===== config.mk =====
export PLATFORM = sky130hd
export DESIGN_NAME = brs_brake_release_sequencer
export DESIGN_NICKNAME = d
export VERILOG_FILES = /design/src/brs_pkg.sv /design/src/brs_brake_release_sequencer.sv /design/src/brs_check.sv /design/src/brs_delay.sv
export SDC_FILE = /design/constraint.sdc
export NUM_CORES = 1
export LEC_CHECK = 0
export ABC_AREA = 1
export BUFFER_PORTS_ARGS = -buffer_cell sky130_fd_sc_hd__buf_2
export CAP_MARGIN = 40
export CORE_UTILIZATION = 50
export DETAILED_ROUTE_END_ITERATION = 6
export PLACE_DENSITY = 0.69
export SYNTH_ARGS = -nofsm -noshare
export SYNTH_HDL_FRONTEND = slang
export SYNTH_SLANG_ARGS = --single-unit

===== constraint.sdc =====
create_clock -name mclk -period 12.4 [get_ports mclk]
set_clock_uncertainty 0.2 [all_clocks]
set_input_delay 1.86 -clock mclk [delete_from_list [all_inputs] [get_ports mclk]]
set_output_delay 1.86 -clock mclk [all_outputs]
set_load 0.1 [all_outputs]

===== src/brs_pkg.sv =====
// brs_pkg: constants, offsets and carrier types for the brake release sequencer
package brs_pkg;

   // ----------------------------------------------------------------
   // clocking and setting units
   // ----------------------------------------------------------------
   localparam int unsigned CLK_PERIOD_NS = 100;                      // mclk period
   localparam int unsigned TICK_NS = 10_000_000;                     // 0.01 s setting unit
   localparam int unsigned TICK_CYCLES = TICK_NS / CLK_PERIOD_NS;    // cycles per unit
   localparam int TICK_W = 17;                                       // prescaler width

   // ----------------------------------------------------------------
   // setting widths and limits (in 0.01 s or percent)
   // ----------------------------------------------------------------
   localparam int ON_W = 10;
   localparam int OFF_W = 14;
   localparam int WIN_W = 10;
   localparam logic [9:0] ON_MAX = 10'h3e8;      // 10.00 s
   localparam logic [13:0] OFF_MAX = 14'h2710;   // 100.00 s
   localparam logic [9:0] WIN_MAX = 10'h3e8;     // 10.00 s
   localparam logic [7:0] PCT_MAX = 8'hc8;       // 200 %

   // ----------------------------------------------------------------
   // register byte offsets
   // ----------------------------------------------------------------
   localparam logic [7:0] OFS_CTRL = 8'h00;      // mode, alarm reset strobe
   localparam logic [7:0] OFS_THRESH = 8'h04;    // current threshold percent
   localparam logic [7:0] OFS_ONDLY = 8'h08;     // release on-delay
   localparam logic [7:0] OFS_OFFDLY = 8'h0c;    // release off-delay
   localparam logic [7:0] OFS_CHKWIN = 8'h10;    // feedback check window
   localparam logic [7:0] OFS_TERMSEL = 8'h14;   // terminal function selectors
   localparam logic [7:0] OFS_STATUS = 8'h18;    // live state, read only
   localparam logic [7:0] OFS_IRQSTAT = 8'h1c;   // sticky events, read only
   localparam logic [7:0] OFS_IRQCLR = 8'h20;    // write one to clear
   localparam logic [7:0] OFS_IRQEN = 8'h24;     // event enables

   // ----------------------------------------------------------------
   // field positions and reset values
   // ----------------------------------------------------------------
   localparam int CTRL_ALMRST_BIT = 8;            // write one: clear alarms
   localparam logic [1:0] MODE_GATE = 2'h1;       // run and gate
   localparam logic [1:0] MODE_CURRENT = 2'h2;    // run, gate and current
   localparam logic [1:0] MODE_RST = 2'h1;
   localparam logic [7:0] PCT_RST = 8'h00;
   localparam logic [9:0] ONDLY_RST = 10'h000;
   localparam logic [13:0] OFFDLY_RST = 14'h0000;
   localparam logic [9:0] CHKWIN_RST = 10'h000;
   localparam logic [31:0] TERMSEL_RST = 32'h00000000;
   localparam int IRQ_W = 4;
   localparam int IRQ_BRK_TRIP = 0;
   localparam int IRQ_MC_TRIP = 1;
   localparam int IRQ_REL_ON = 2;
   localparam int IRQ_REL_OFF = 3;

   // ----------------------------------------------------------------
   // terminal function codes
   // ----------------------------------------------------------------
   localparam logic [7:0] FN_BRAKE_OUT = 8'h39;   // 57
   localparam logic [7:0] FN_BRAKE_IN = 8'h41;    // 65
   localparam logic [7:0] FN_MC_OUT = 8'h0c;      // 12
   localparam logic [7:0] FN_MC_IN = 8'h67;       // 103

   // ----------------------------------------------------------------
   // types
   // ----------------------------------------------------------------
   typedef enum logic [1:0] {
      ST_APPLIED = 2'b00,
      ST_RELEASED = 2'b01,
      ST_OFF_WAIT = 2'b11,
      ST_LOCKED = 2'b10
   } brs_rel_e;

   // drive-side status that arrives together each cycle
   typedef struct packed {
      logic runCmd;             // run command on
      logic outputGate;         // main output gate on
      logic outputShutdown;     // drive output shut down
      logic belowStopSpeed;     // speed under stop speed
      logic contactorCtrlOut;   // contactor control from the drive
      logic [15:0] outputCurrent;
      logic [15:0] noLoadCurrent;
   } brs_drive_s;

endpackage


===== src/brs_brake_release_sequencer.sv =====
// brs_brake_release_sequencer: brake release sequencing, feedback check, registers
//
// Function
// - mode 1: run and gate held on-delay
// - mode 2 also needs current at or over threshold
// - stop speed plus off-delay drops release
// - output shutdown drops release
// - on-delay 0.00 to 10.00 s
// - off-delay 0.00 to 100.00 s
// - drop during run locks out until run off
// - confirm mismatch after window trips alarm
// - mismatch tolerated while window runs
// - check only when both terminals assigned
// - output terminal code 57 carries release
// - input terminal code 65 is confirm
// - contactor check shares the window setting
// - contactor mismatch tolerated until window expires
`timescale 1ns/1ns
`default_nettype none
module brs_brake_release_sequencer
   import brs_pkg::*;
#(
   parameter int unsigned TICK_CYC = TICK_CYCLES   // shorten for simulation
) (
   input wire logic mclk,
   input wire logic rst_b,
   input wire brs_drive_s drive,
   input wire logic [1:0] termIn,
   output logic [1:0] termOut,
   output logic brakeReleaseOut,
   output logic brakeMismatchAlarm,
   output logic contactorMismatchAlarm,
   output logic irq,
   input wire logic wb_cyc_i,
   input wire logic wb_stb_i,
   input wire logic wb_we_i,
   input wire logic [7:0] wb_adr_i,
   input wire logic [3:0] wb_sel_i,
   input wire logic [31:0] wb_dat_i,
   output logic [31:0] wb_dat_o,
   output logic wb_ack_o
);

   // ----------------------------------------------------------------
   // state
   // ----------------------------------------------------------------
   typedef struct packed {
      brs_rel_e rel;                 // release sequence state
      logic brkAlarm;                // latched brake mismatch trip
      logic mcAlarm;                 // latched contactor mismatch trip
      logic [1:0] mode;              // release_mode_select
      logic [7:0] pct;               // current_threshold_pct
      logic [ON_W-1:0] onDly;        // release_on_delay
      logic [OFF_W-1:0] offDly;      // release_off_delay
      logic [WIN_W-1:0] win;         // feedback_check_window
      logic [31:0] termSel;          // out0, out1, in0, in1 selectors
      logic [IRQ_W-1:0] irqStat;     // sticky events
      logic [IRQ_W-1:0] irqEn;       // event enables
      logic [TICK_W-1:0] tickCnt;    // prescaler
      logic tick;                    // one pulse per 0.01 s
      logic ack;                     // bus acknowledge
      logic [31:0] rdat;             // read data
      logic [1:0] termOut;           // routed output terminals
   } brs_state_s;

   brs_state_s s_r;
   brs_state_s s_nxt;

   // ----------------------------------------------------------------
   // helpers
   // ----------------------------------------------------------------
   // true when either of two selectors holds the code
   function automatic logic selHit(input logic [7:0] a, input logic [7:0] b, input logic [7:0] code);
      selHit = (a == code) || (b == code);
   endfunction

   // merge write data into a register under byte enables
   function automatic logic [31:0] laneMerge(input logic [31:0] old, input logic [31:0] wd,
                                             input logic [3:0] sel);
      logic [31:0] m;
      m = old;
      for (int i = 0; i < 4; i++) begin
         if (sel[i]) begin
            m[8*i +: 8] = wd[8*i +: 8];
         end
      end
      laneMerge = m;
   endfunction

   // ----------------------------------------------------------------
   // combinational terms
   // ----------------------------------------------------------------
   logic [7:0] selOut0;
   logic [7:0] selOut1;
   logic [7:0] selIn0;
   logic [7:0] selIn1;
   logic brakeOutAssigned;      // some output carries release
   logic brakeInAssigned;       // some input carries confirm
   logic mcOutAssigned;
   logic mcInAssigned;
   logic brakeConfirm;          // brake_confirm_in
   logic mcConfirm;             // contactor_confirm_in
   logic [24:0] curScaled;      // output current times 100
   logic [24:0] curLimit;       // no-load current times percent
   logic curOk;
   logic onArm;
   logic onDone;
   logic offArm;
   logic offDone;
   logic shutdown;
   logic brkFault;
   logic mcFault;
   logic relNow;
   logic relNxt;
   logic wbReq;

   assign selOut0 = s_r.termSel[7:0];
   assign selOut1 = s_r.termSel[15:8];
   assign selIn0 = s_r.termSel[23:16];
   assign selIn1 = s_r.termSel[31:24];
   assign brakeOutAssigned = selHit(selOut0, selOut1, FN_BRAKE_OUT);
   assign brakeInAssigned = selHit(selIn0, selIn1, FN_BRAKE_IN);
   assign mcOutAssigned = selHit(selOut0, selOut1, FN_MC_OUT);
   assign mcInAssigned = selHit(selIn0, selIn1, FN_MC_IN);
   assign brakeConfirm = (selIn0 == FN_BRAKE_IN) ? termIn[0] : termIn[1];
   assign mcConfirm = (selIn0 == FN_MC_IN) ? termIn[0] : termIn[1];

   // current test: cur*100 >= noLoad*pct
   assign curScaled = 25'(drive.outputCurrent) * 25'd100;
   assign curLimit = 25'(drive.noLoadCurrent) * 25'(s_r.pct);
   assign curOk = (s_r.mode != MODE_CURRENT) || (curScaled >= curLimit);

   // on-delay armed while run, gate (and current) held continuously
   assign onArm = (s_r.rel == ST_APPLIED) && drive.runCmd && drive.outputGate && curOk;
   assign offArm = (s_r.rel == ST_OFF_WAIT);
   assign shutdown = drive.outputShutdown || s_r.brkAlarm;
   assign relNow = (s_r.rel == ST_RELEASED) || (s_r.rel == ST_OFF_WAIT);
   assign wbReq = wb_cyc_i && wb_stb_i && !s_r.ack;

   // ----------------------------------------------------------------
   // timers and checkers
   // ----------------------------------------------------------------
   brs_delay #(.W(ON_W)) u_onDelay (
      .mclk(mclk),
      .rst_b(rst_b),
      .tick(s_r.tick),
      .arm(onArm),
      .limit(s_r.onDly),
      .done(onDone)
   );

   brs_delay #(.W(OFF_W)) u_offDelay (
      .mclk(mclk),
      .rst_b(rst_b),
      .tick(s_r.tick),
      .arm(offArm),
      .limit(s_r.offDly),
      .done(offDone)
   );

   // brake output against its confirmation
   brs_check u_brakeCheck (
      .mclk(mclk),
      .rst_b(rst_b),
      .tick(s_r.tick),
      .enable(brakeOutAssigned && brakeInAssigned),
      .cmd(relNow),
      .fb(brakeConfirm),
      .window(s_r.win),
      .fault(brkFault)
   );

   // contactor control against its confirmation, same window
   brs_check u_mcCheck (
      .mclk(mclk),
      .rst_b(rst_b),
      .tick(s_r.tick),
      .enable(mcOutAssigned && mcInAssigned),
      .cmd(drive.contactorCtrlOut),
      .fb(mcConfirm),
      .window(s_r.win),
      .fault(mcFault)
   );

   // ----------------------------------------------------------------
   // next state
   // ----------------------------------------------------------------
   always_comb begin
      s_nxt = s_r;
      // prescaler for the 0.01 s unit
      s_nxt.tick = 1'b0;
      if (s_r.tickCnt >= TICK_W'(TICK_CYC - 1)) begin
         s_nxt.tickCnt = '0;
         s_nxt.tick = 1'b1;
      end else begin
         s_nxt.tickCnt = s_r.tickCnt + 1'b1;
      end

      // release sequence
      case (s_r.rel)
         ST_APPLIED: begin
            if (onDone && !shutdown) begin
               s_nxt.rel = ST_RELEASED;
            end
         end
         ST_RELEASED: begin
            if (shutdown) begin
               s_nxt.rel = drive.runCmd ? ST_LOCKED : ST_APPLIED;
            end else if (drive.belowStopSpeed) begin
               s_nxt.rel = ST_OFF_WAIT;
            end
         end
         ST_OFF_WAIT: begin
            // run command plays no part in the off decision
            if (shutdown || offDone) begin
               s_nxt.rel = drive.runCmd ? ST_LOCKED : ST_APPLIED;
            end
         end
         ST_LOCKED: begin
            if (!drive.runCmd) begin
               s_nxt.rel = ST_APPLIED;
            end
         end
         default: begin
            s_nxt.rel = ST_APPLIED;
         end
      endcase
      relNxt = (s_nxt.rel == ST_RELEASED) || (s_nxt.rel == ST_OFF_WAIT);

      // terminal routing, one selector per output
      for (int i = 0; i < 2; i++) begin
         if (s_r.termSel[8*i +: 8] == FN_BRAKE_OUT) begin
            s_nxt.termOut[i] = relNxt;
         end else if (s_r.termSel[8*i +: 8] == FN_MC_OUT) begin
            s_nxt.termOut[i] = drive.contactorCtrlOut;
         end else begin
            s_nxt.termOut[i] = 1'b0;
         end
      end

      // bus: one wait state, then ack for one cycle
      s_nxt.ack = wbReq;
      s_nxt.rdat = '0;
      if (wbReq && wb_we_i) begin
         case (wb_adr_i)
            OFS_CTRL: begin
               if (wb_sel_i[0]) begin
                  s_nxt.mode = wb_dat_i[1:0];
               end
            end
            OFS_THRESH: begin
               if (wb_sel_i[0]) begin
                  s_nxt.pct = (wb_dat_i[7:0] > PCT_MAX) ? PCT_MAX : wb_dat_i[7:0];
               end
            end
            OFS_ONDLY: begin
               s_nxt.onDly = ON_W'(laneMerge(32'(s_r.onDly), wb_dat_i, wb_sel_i));
               if (s_nxt.onDly > ON_MAX) begin
                  s_nxt.onDly = ON_MAX;
               end
            end
            OFS_OFFDLY: begin
               s_nxt.offDly = OFF_W'(laneMerge(32'(s_r.offDly), wb_dat_i, wb_sel_i));
               if (s_nxt.offDly > OFF_MAX) begin
                  s_nxt.offDly = OFF_MAX;
               end
            end
            OFS_CHKWIN: begin
               s_nxt.win = WIN_W'(laneMerge(32'(s_r.win), wb_dat_i, wb_sel_i));
               if (s_nxt.win > WIN_MAX) begin
                  s_nxt.win = WIN_MAX;
               end
            end
            OFS_TERMSEL: begin
               s_nxt.termSel = laneMerge(s_r.termSel, wb_dat_i, wb_sel_i);
            end
            OFS_IRQCLR: begin
               if (wb_sel_i[0]) begin
                  s_nxt.irqStat = s_r.irqStat & ~wb_dat_i[IRQ_W-1:0];
               end
            end
            OFS_IRQEN: begin
               if (wb_sel_i[0]) begin
                  s_nxt.irqEn = wb_dat_i[IRQ_W-1:0];
               end
            end
            default: begin
               // unmapped or read-only: write ignored
            end
         endcase
      end else if (wbReq) begin
         case (wb_adr_i)
            OFS_CTRL: s_nxt.rdat = {30'h0, s_r.mode};
            OFS_THRESH: s_nxt.rdat = {24'h0, s_r.pct};
            OFS_ONDLY: s_nxt.rdat = 32'(s_r.onDly);
            OFS_OFFDLY: s_nxt.rdat = 32'(s_r.offDly);
            OFS_CHKWIN: s_nxt.rdat = 32'(s_r.win);
            OFS_TERMSEL: s_nxt.rdat = s_r.termSel;
            OFS_STATUS: s_nxt.rdat = {24'h0, brakeConfirm, mcConfirm, s_r.mcAlarm, s_r.brkAlarm,
                                      s_r.rel == ST_LOCKED, relNow, s_r.rel};
            OFS_IRQSTAT: s_nxt.rdat = 32'(s_r.irqStat);
            OFS_IRQEN: s_nxt.rdat = 32'(s_r.irqEn);
            default: s_nxt.rdat = '0;
         endcase
      end

      // alarm reset strobe, then trips set (a trip wins the same cycle)
      if (wbReq && wb_we_i && (wb_adr_i == OFS_CTRL) && wb_sel_i[1] && wb_dat_i[CTRL_ALMRST_BIT]) begin
         s_nxt.brkAlarm = 1'b0;
         s_nxt.mcAlarm = 1'b0;
      end
      if (brkFault) begin
         s_nxt.brkAlarm = 1'b1;
      end
      if (mcFault) begin
         s_nxt.mcAlarm = 1'b1;
      end

      // sticky events, set wins over a clear in the same cycle
      if (brkFault && !s_r.brkAlarm) begin
         s_nxt.irqStat[IRQ_BRK_TRIP] = 1'b1;
      end
      if (mcFault && !s_r.mcAlarm) begin
         s_nxt.irqStat[IRQ_MC_TRIP] = 1'b1;
      end
      if (relNxt && !relNow) begin
         s_nxt.irqStat[IRQ_REL_ON] = 1'b1;
      end
      if (!relNxt && relNow) begin
         s_nxt.irqStat[IRQ_REL_OFF] = 1'b1;
      end
   end

   // ----------------------------------------------------------------
   // registers
   // ----------------------------------------------------------------
   always_ff @(posedge mclk or negedge rst_b) begin
      if (!rst_b) begin
         s_r <= '0;
         s_r.rel <= ST_APPLIED;
         s_r.mode <= MODE_RST;
         s_r.pct <= PCT_RST;
         s_r.onDly <= ONDLY_RST;
         s_r.offDly <= OFFDLY_RST;
         s_r.win <= CHKWIN_RST;
         s_r.termSel <= TERMSEL_RST;
      end else begin
         s_r <= s_nxt;
      end
   end

   // ----------------------------------------------------------------
   // outputs
   // ----------------------------------------------------------------
   assign brakeReleaseOut = relNow;
   assign termOut = s_r.termOut;
   assign brakeMismatchAlarm = s_r.brkAlarm;
   assign contactorMismatchAlarm = s_r.mcAlarm;
   assign irq = |(s_r.irqStat & s_r.irqEn);
   assign wb_ack_o = s_r.ack;
   assign wb_dat_o = s_r.rdat;

   // ----------------------------------------------------------------
   // checks
   // ----------------------------------------------------------------
   AST_REL_NEEDS_RUN_GATE: assert property (@(posedge mclk) disable iff (!rst_b)
      $rose(brakeReleaseOut) |-> $past(drive.runCmd && drive.outputGate))
      else $error("release rose without run and gate");

   AST_REL_NEEDS_CURRENT: assert property (@(posedge mclk) disable iff (!rst_b)
      $rose(brakeReleaseOut) && $past(s_r.mode == MODE_CURRENT) |-> $past(curScaled >= curLimit))
      else $error("mode 2 release without current");

   AST_SHUTDOWN_DROPS: assert property (@(posedge mclk) disable iff (!rst_b)
      brakeReleaseOut && drive.outputShutdown |=> !brakeReleaseOut)
      else $error("release held through shutdown");

   AST_LOCKOUT: assert property (@(posedge mclk) disable iff (!rst_b)
      $fell(brakeReleaseOut) && $past(drive.runCmd) ##1 drive.runCmd |-> !brakeReleaseOut)
      else $error("release returned before run went off");

   AST_ROUTE_OUT0: assert property (@(posedge mclk) disable iff (!rst_b)
      (selOut0 == FN_BRAKE_OUT) && $stable(selOut0) |-> termOut[0] == brakeReleaseOut)
      else $error("terminal 0 does not follow release");

   AST_BUS_ACK_PULSE: assert property (@(posedge mclk) disable iff (!rst_b)
      wb_ack_o |=> !wb_ack_o)
      else $error("ack held longer than one cycle");

endmodule
`default_nettype wire


===== src/brs_check.sv =====
// brs_check: compares a command with its confirmation after a grace window
`timescale 1ns/1ns
`default_nettype none
module brs_check
   import brs_pkg::*;
(
   input wire logic mclk,
   input wire logic rst_b,
   input wire logic tick,
   input wire logic enable,
   input wire logic cmd,
   input wire logic fb,
   input wire logic [WIN_W-1:0] window,
   output logic fault
);

   // ----------------------------------------------------------------
   // state
   // ----------------------------------------------------------------
   typedef struct packed {
      logic cmdLast;            // command seen last cycle
      logic [WIN_W-1:0] cnt;    // units since last change
   } brs_chk_s;

   brs_chk_s s_r;
   brs_chk_s s_nxt;
   logic expired;

   // restart the window on each command edge, saturate at window
   always_comb begin
      s_nxt = s_r;
      s_nxt.cmdLast = cmd;
      if (!enable || (cmd != s_r.cmdLast)) begin
         s_nxt.cnt = '0;
      end else if (tick && (s_r.cnt < window)) begin
         s_nxt.cnt = s_r.cnt + 1'b1;
      end
   end

   always_ff @(posedge mclk or negedge rst_b) begin
      if (!rst_b) begin
         s_r <= '0;
      end else begin
         s_r <= s_nxt;
      end
   end

   // mismatch only counts once the window has run out
   assign expired = (cmd == s_r.cmdLast) && (s_r.cnt >= window);
   assign fault = enable && expired && (cmd != fb);

   AST_CHK_GRACE: assert property (@(posedge mclk) disable iff (!rst_b)
      (cmd != $past(cmd)) && (window != '0) |-> !fault)
      else $error("mismatch flagged inside the window");

   AST_CHK_CAUSE: assert property (@(posedge mclk) disable iff (!rst_b)
      fault |-> enable && (cmd != fb))
      else $error("fault without enabled mismatch");

endmodule
`default_nettype wire


===== src/brs_delay.sv =====
// brs_delay: tick-based delay that reports done once armed long enough
`timescale 1ns/1ns
`default_nettype none
module brs_delay
   import brs_pkg::*;
#(
   parameter int W = 10
) (
   input wire logic mclk,
   input wire logic rst_b,
   input wire logic tick,
   input wire logic arm,
   input wire logic [W-1:0] limit,
   output logic done
);

   // ----------------------------------------------------------------
   // state
   // ----------------------------------------------------------------
   typedef struct packed {
      logic [W-1:0] cnt;   // elapsed units while armed
   } brs_dly_s;

   brs_dly_s s_r;
   brs_dly_s s_nxt;

   // count only while armed continuously, restart on any drop
   always_comb begin
      s_nxt = s_r;
      if (!arm) begin
         s_nxt.cnt = '0;
      end else if (tick && (s_r.cnt < limit)) begin
         s_nxt.cnt = s_r.cnt + 1'b1;
      end
   end

   always_ff @(posedge mclk or negedge rst_b) begin
      if (!rst_b) begin
         s_r <= '0;
      end else begin
         s_r <= s_nxt;
      end
   end

   // done while armed and the full delay has run
   assign done = arm && (s_r.cnt >= limit);

   AST_DLY_NOT_EARLY: assert property (@(posedge mclk) disable iff (!rst_b)
      arm && !$past(arm) && (limit != '0) |-> !done)
      else $error("delay done on first armed cycle");

   AST_DLY_HOLDS: assert property (@(posedge mclk) disable iff (!rst_b)
      done && $stable(limit) ##1 arm && $stable(limit) |-> done)
      else $error("delay done lost while still armed");

endmodule
`default_nettype wire


=== Word level (Yosys, flattened, before mapping) ===
Index checks and enable logic that the tools add are counted.

* Register bits after elaboration: 187
* Latch bits: 0
* Memory bits (writable): 0
* ROM bits: 0
* Input bits: 88
* Output and inout port bits: 39
* Logic and storage cells: 223
* Memories kept: 0

* Add/subtract/negate cells: 5
* $mul: 2
* Div/mod/pow operators: 0
* Magnitude comparators: 14
* Eq/ne operators: 31
* Shift operators: 0
* Mux-type cells: 60
* Bitwise operators: 3
* Reductions and logical operators: 80

{| class="wikitable"
|+ Operators by type and width
! cell !! number
|-
| $pmux W32 S9 || 1
|-
| $mux W8 || 11
|-
| $mux W10 || 8
|-
| $mux W32 || 2
|-
| $mux W14 || 3
|-
| $reduce_and A3 Y1 || 11
|-
| $eq A8 B4 Y1 const B || 4
|-
| $eq A8 B5 Y1 const B || 4
|-
| $eq A8 B6 Y1 const B || 4
|-
| $eq A8 B7 Y1 const B || 4
|-
| $reduce_bool A2 Y1 || 16
|-
| $add A10 B1 Y10 const B || 3
|-
| $ge A10 B10 Y1 || 3
|-
| $lt A10 B10 Y1 || 3
|-
| $logic_and A1 B1 Y1 || 28
|-
| $mux W2 || 13
|-
| $ge A23 B24 Y1 || 1
|-
| $mul A16 B8 Y24 || 1
|-
| $mul A16 B5 Y21 const B || 1
|-
| $gt A10 B10 Y1 const B || 2
|-
| $mux W6 || 3
|-
| $add A17 B1 Y17 const B || 1
|-
| $ge A17 B17 Y1 const B || 1
|-
| $mux W17 || 1
|-
| other kinds (22) || 66
|}

=== Depth between registers and ports, before layout ===
* Depth in word-level cells: 14
* Mapped depth: 34
* Depth with buffers taken out: 32

=== Hierarchy ===
From an unflattened synthesis, not the netlist that was laid out.

* Cells, all modules: 2363
* Area total of the unflattened synthesis: 17670.7 µm²

{| class="wikitable"
|+ Modules (own cells, without submodules)
! module !! times used !! cells each !! area an instance (µm²) !! sequential area each (µm²)
|-
| brs_brake_release_sequencer || 1 || 1708 || 13252.7 || 3529.6
|-
| brs_check || 2 || 155 || 1057.3 || 275.3
|-
| brs_delay at u_offDelay || 1 || 206 || 1351.3 || 350.3
|-
| brs_delay at u_onDelay || 1 || 139 || 952.2 || 250.2
|}

=== Worst setup path after synthesis ===
OpenSTA, ideal clock, no wires.

* Kind: input-to-reg
* Start point: in drive[0] (netlist name)
* End point: reg s_r[139] (netlist name)
* Library setup time: 0.119 ns
* Arrival time: 6.739 ns
* Required time: 12.081 ns
* Path slack: 5.342 ns
* Cell stages on the path: 28
* Path buffers: 1
* Cells stage by stage: clkbuf_1 -> nand2_1 -> fa_1 -> fa_1 -> inv_1 -> fa_1 -> inv_1 -> fa_1 -> inv_1 -> ha_1 -> nand2_1 -> inv_2 -> nand2_1 -> nor2_4 -> a21oi_1 -> inv_1 -> a21oi_1 -> o21ai_1 -> a21oi_1 -> xor2_1 -> ha_1 -> a21oi_1 -> nor2_1 -> nor2_2 -> nand3_2 -> nand3_2 -> nand2_2 -> and2_1

{| class="wikitable"
|+ RTL lines
! element !! line !! source
|-
| from (decl) || brs_brake_release_sequencer.sv:27 || <nowiki>input wire brs_drive_s drive,</nowiki>
|-
| to (signal assigned) || brs_brake_release_sequencer.sv:348 || <nowiki>s_r <= s_nxt;</nowiki>
|-
| to (decl) || brs_brake_release_sequencer.sv:66 || <nowiki>brs_state_s s_r;</nowiki>
|}

==> insert_results.sql <==
INSERT INTO impl_metrics (metric_group, metric, value, unit) VALUES
('placement', 'hpwlAfterDp', '32500', 'µm'),
('clock_network', 'post_cts_buffers', '0', ''),
('yosys', 'yosys_warnings', '0', ''),
('routing', 'num_vias', '13976', ''),
('yosys', 'post_synth_num_cell_types', '65', ''),
('yosys', 'most_used_flip_flop_cell_after_synthesis', 'sky130_fd_sc_hd__dfrtp_1', ''),
('yosys', 'syn_area', '16800', 'µm²'),
('floorplan', 'top_level_ports', '127', ''),
('clock_network', 'number_of_cts_inserted_buffers', '17', ''),
('routing', 'avgViaCountPerCell', '5.31', ''),
('floorplan', 'num_rows', '66', ''),
('placement', 'place_ws', '4910', 'ps'),
('floorplan', 'core-area', '32800', 'µm²'),
('yosys', 'syn-num-nets', '2462', ''),
('yosys', 'synth-seq-cells', '187', ''),
('routing', 'drc', '0', ''),
('sta', 'period_needed', '7070', 'ps'),
('sta', 'setup_tns_final', '0', 'ps'),
('yosys', 'synth-edff-count', '0', ''),
('sta', 'final_hold_vio_count', '0', ''),
('finish', 'final_core_utilization', '0.554', ''),
('sta', 'rsz_0062_raised_after_global_routing', 'false', ''),
('status', 'run_status', 'completed', ''),
('routing', 'drtAntennaViolNets', '0', ''),
('placement', 'gp_congestion', '0.930', ''),
('power_and_ir_drop', 'pwrdens', '85.3', 'nW/µm²'),
('finish', 'count_of_nets_after_finishing', '2526', ''),
('yosys', 'synth.cells.most_frequent', 'sky130_fd_sc_hd__inv_1 (451), sky130_fd_sc_hd__nand2_1 (404), sky130_fd_sc_hd__dfrtp_1 (186)', ''),
('sta', 'worst_slew_margin_rel', '0.410', ''),
('yosys', 'synth.most_common_cell', 'sky130_fd_sc_hd__inv_1', ''),
('power_and_ir_drop', 'ir_worst_vdd', '0.000102', 'V'),
('global_routing', 'remaining_global_route_overflow', '0', ''),
('critical_path', 'worstPathArrival', '7190', 'ps'),
('sta', 'fin_ws', '5330', 'ps'),
('clock_network', 'max_clock_buf_depth', '2', ''),
('critical_path', 'critical_path.max_stage_delay', '540', 'ps'),
('finish', 'fraction_of_layout_instances_using_a_drive_strength_above_1', '0.132', ''),
('floorplan', 'die_x', '185', 'µm'),
('yosys', 'async_flop_share', '1.00', ''),
('routing', 'drtIter0Drc', '996', ''),
('sta', 'max_slew.worst_pin.slew', '880', 'ps'),
('finish', 'layout-area-overhead-vs-synth', '8.30', '%'),
('clock_network', 'clockRootBuffer', 'sky130_fd_sc_hd__clkbuf_16', ''),
('critical_path', 'worst_setup_path_start_kind', 'primary input', ''),
('critical_path', 'critPathRequiredTime', '12530', 'ps'),
('sta', 'layout_worst_path_cycle_share', '0.570', ''),
('critical_path', 'worst_path_cell_with_the_longest_stage_delay', 'sky130_fd_sc_hd__fa_1', ''),
('routing', 'wirelength', '40400', 'µm'),
('yosys', 'portion_of_the_post_synthesis_area_used_by_sequential_elements', '0.279', ''),
('power_and_ir_drop', 'power.static_leakage', '10.0', 'nW'),
('critical_path', 'critPathKind', 'in2reg', ''),
('finish', 'fin_area', '18100', 'µm²'),
('routing', 'dr.pass1.iters', '5', ''),
('critical_path', 'end_kind', 'flip-flop', ''),
('yosys', 'synth.avg_cell_area', '7.93', 'µm²'),
('global_routing', 'grt_first_pass_wirelength', '66100', 'µm'),
('routing', 'drt-wirelength-per-cell', '15.3', 'µm'),
('sta', 'whs', '266', 'ps'),
('yosys', 'cells_after_synth', '2112', ''),
('floorplan', 'initial_core_util', '0.511', ''),
('floorplan', 'dieArea', '34200', 'µm²'),
('placement', 'placedInstanceArea', '17500', 'µm²'),
('clock_network', 'tritoncts_num_sinks', '187', ''),
('sta', 'setup_viol', '0', ''),
('critical_path', 'crit_path_max_fanout', '8', ''),
('clock_network', 'cts_resized', '0', ''),
('clock_network', 'cts_tree', 'yes', ''),
('yosys', 'synth_area_leaders', 'sky130_fd_sc_hd__dfrtp_1 (28%), sky130_fd_sc_hd__ha_1 (12%), sky130_fd_sc_hd__fa_1 (11%), sky130_fd_sc_hd__inv_1 (10%), sky130_fd_sc_hd__nand2_1 (9.1%)', ''),
('clock_network', 'postCtsHoldBufs', '0', ''),
('floorplan', 'floorplan.die.height', '185', 'µm'),
('placement', 'place.port_buffers', '126', '');
-- state kept, by name, summed over array words and instances (netlist names) --
register	cells
s_r	104
contactorMismatchAlarm	1
u_offDelay.s_r	14
termOut	2
u_onDelay.s_r	10
wb_ack_o	1
u_mcCheck.s_r	11
brakeMismatchAlarm	1
u_brakeCheck.s_r	11
wb_dat_o	32
-- final cells by class --
cell class,count,area [µm²]
timing repair buffer,130,709
antenna,4,10.0
clock buffer,21,470
tap,442,553
multi-input combinational,1361,9810
clock inverter,10,118
inverter,479,1800
fill,3077,14600
sequential,187,4680
-- logic make-up (layout without fill, tap and decap cells) --
family,count (synthesis),after routing,share of synthesized area
AO/OA/AOI/OAI,323,323,0.109
adder cells (fa/ha/maj),262,262,0.238
buffers and inverters,564,640,0.135
flip-flops,187,187,0.279
multiplexers,21,21,0.0141
XOR/XNOR,48,48,0.0251
AND/OR/NAND/NOR,707,707,0.198
other,0,4,0
-- stage by stage --
stage / total power, mW / std cells
6_report: 1.55 / 2634
2_1_floorplan: 0.905 / 2112
5_1_grt: 1.64 / 2632
3_3_place_gp: 0.994 / 2597
4_1_cts: 1.56 / 2630
3_5_place_dp: 1.01 / 2599
-- cells in the final DEF (no fill, tap or decap), types with 56 or more instances in the layout --
cell type / count
sky130_fd_sc_hd__a21oi_1: 133
sky130_fd_sc_hd__buf_2: 125
sky130_fd_sc_hd__dfrtp_1: 186
sky130_fd_sc_hd__fa_1: 95
sky130_fd_sc_hd__ha_1: 167
sky130_fd_sc_hd__inv_1: 451
sky130_fd_sc_hd__nand2_1: 404
sky130_fd_sc_hd__nand3_1: 56
sky130_fd_sc_hd__nor2_1: 96
sky130_fd_sc_hd__o21ai_0: 96
-- per-layer routing --
layer  up-vias  global-route usage  share of wire
met5         -                   0              0
met4         0              0.0780          0.024
met3        65              0.0456          0.060
met2       403               0.406           0.48
met1      6744               0.321           0.44
li1       6764                   -              -
-- worst paths after layout --
path                          start           end  slack, ps  depth (start not counted)
setup / recovery           drive[2]    termOut[0]       5330                         31
hold / removal              s_r[36]       s_r[36]        270                          1
setup reg to reg           s_r[131]    termOut[0]       5990                         27
hold reg to reg             s_r[36]       s_r[36]        270                          1
max in group asynchronous     rst_b      s_r[135]       9480                          4
min in group asynchronous     rst_b  wb_dat_o[30]       1100                          1
-- report_power, final --
part,total (mW),switching (mW),leakage (nW),internal [mW]
combinational,0.366,0.232,7.31,0.134
sequential,0.628,0.0108,2.44,0.617
clock,0.553,0.242,0.277,0.312
total,1.55,0.485,10.0,1.06
-- critical path, delay by kind of cell --
kind	cells	cell delay, ps
AOI/OAI and AO/OA	5	850
and+or+nand+nor	14	1170
buffers and inverters	5	440
adders and majority gates	6	2680
xor gates and xnor gates	1	180
No activity file was read; power rests on OpenSTA's default activity.
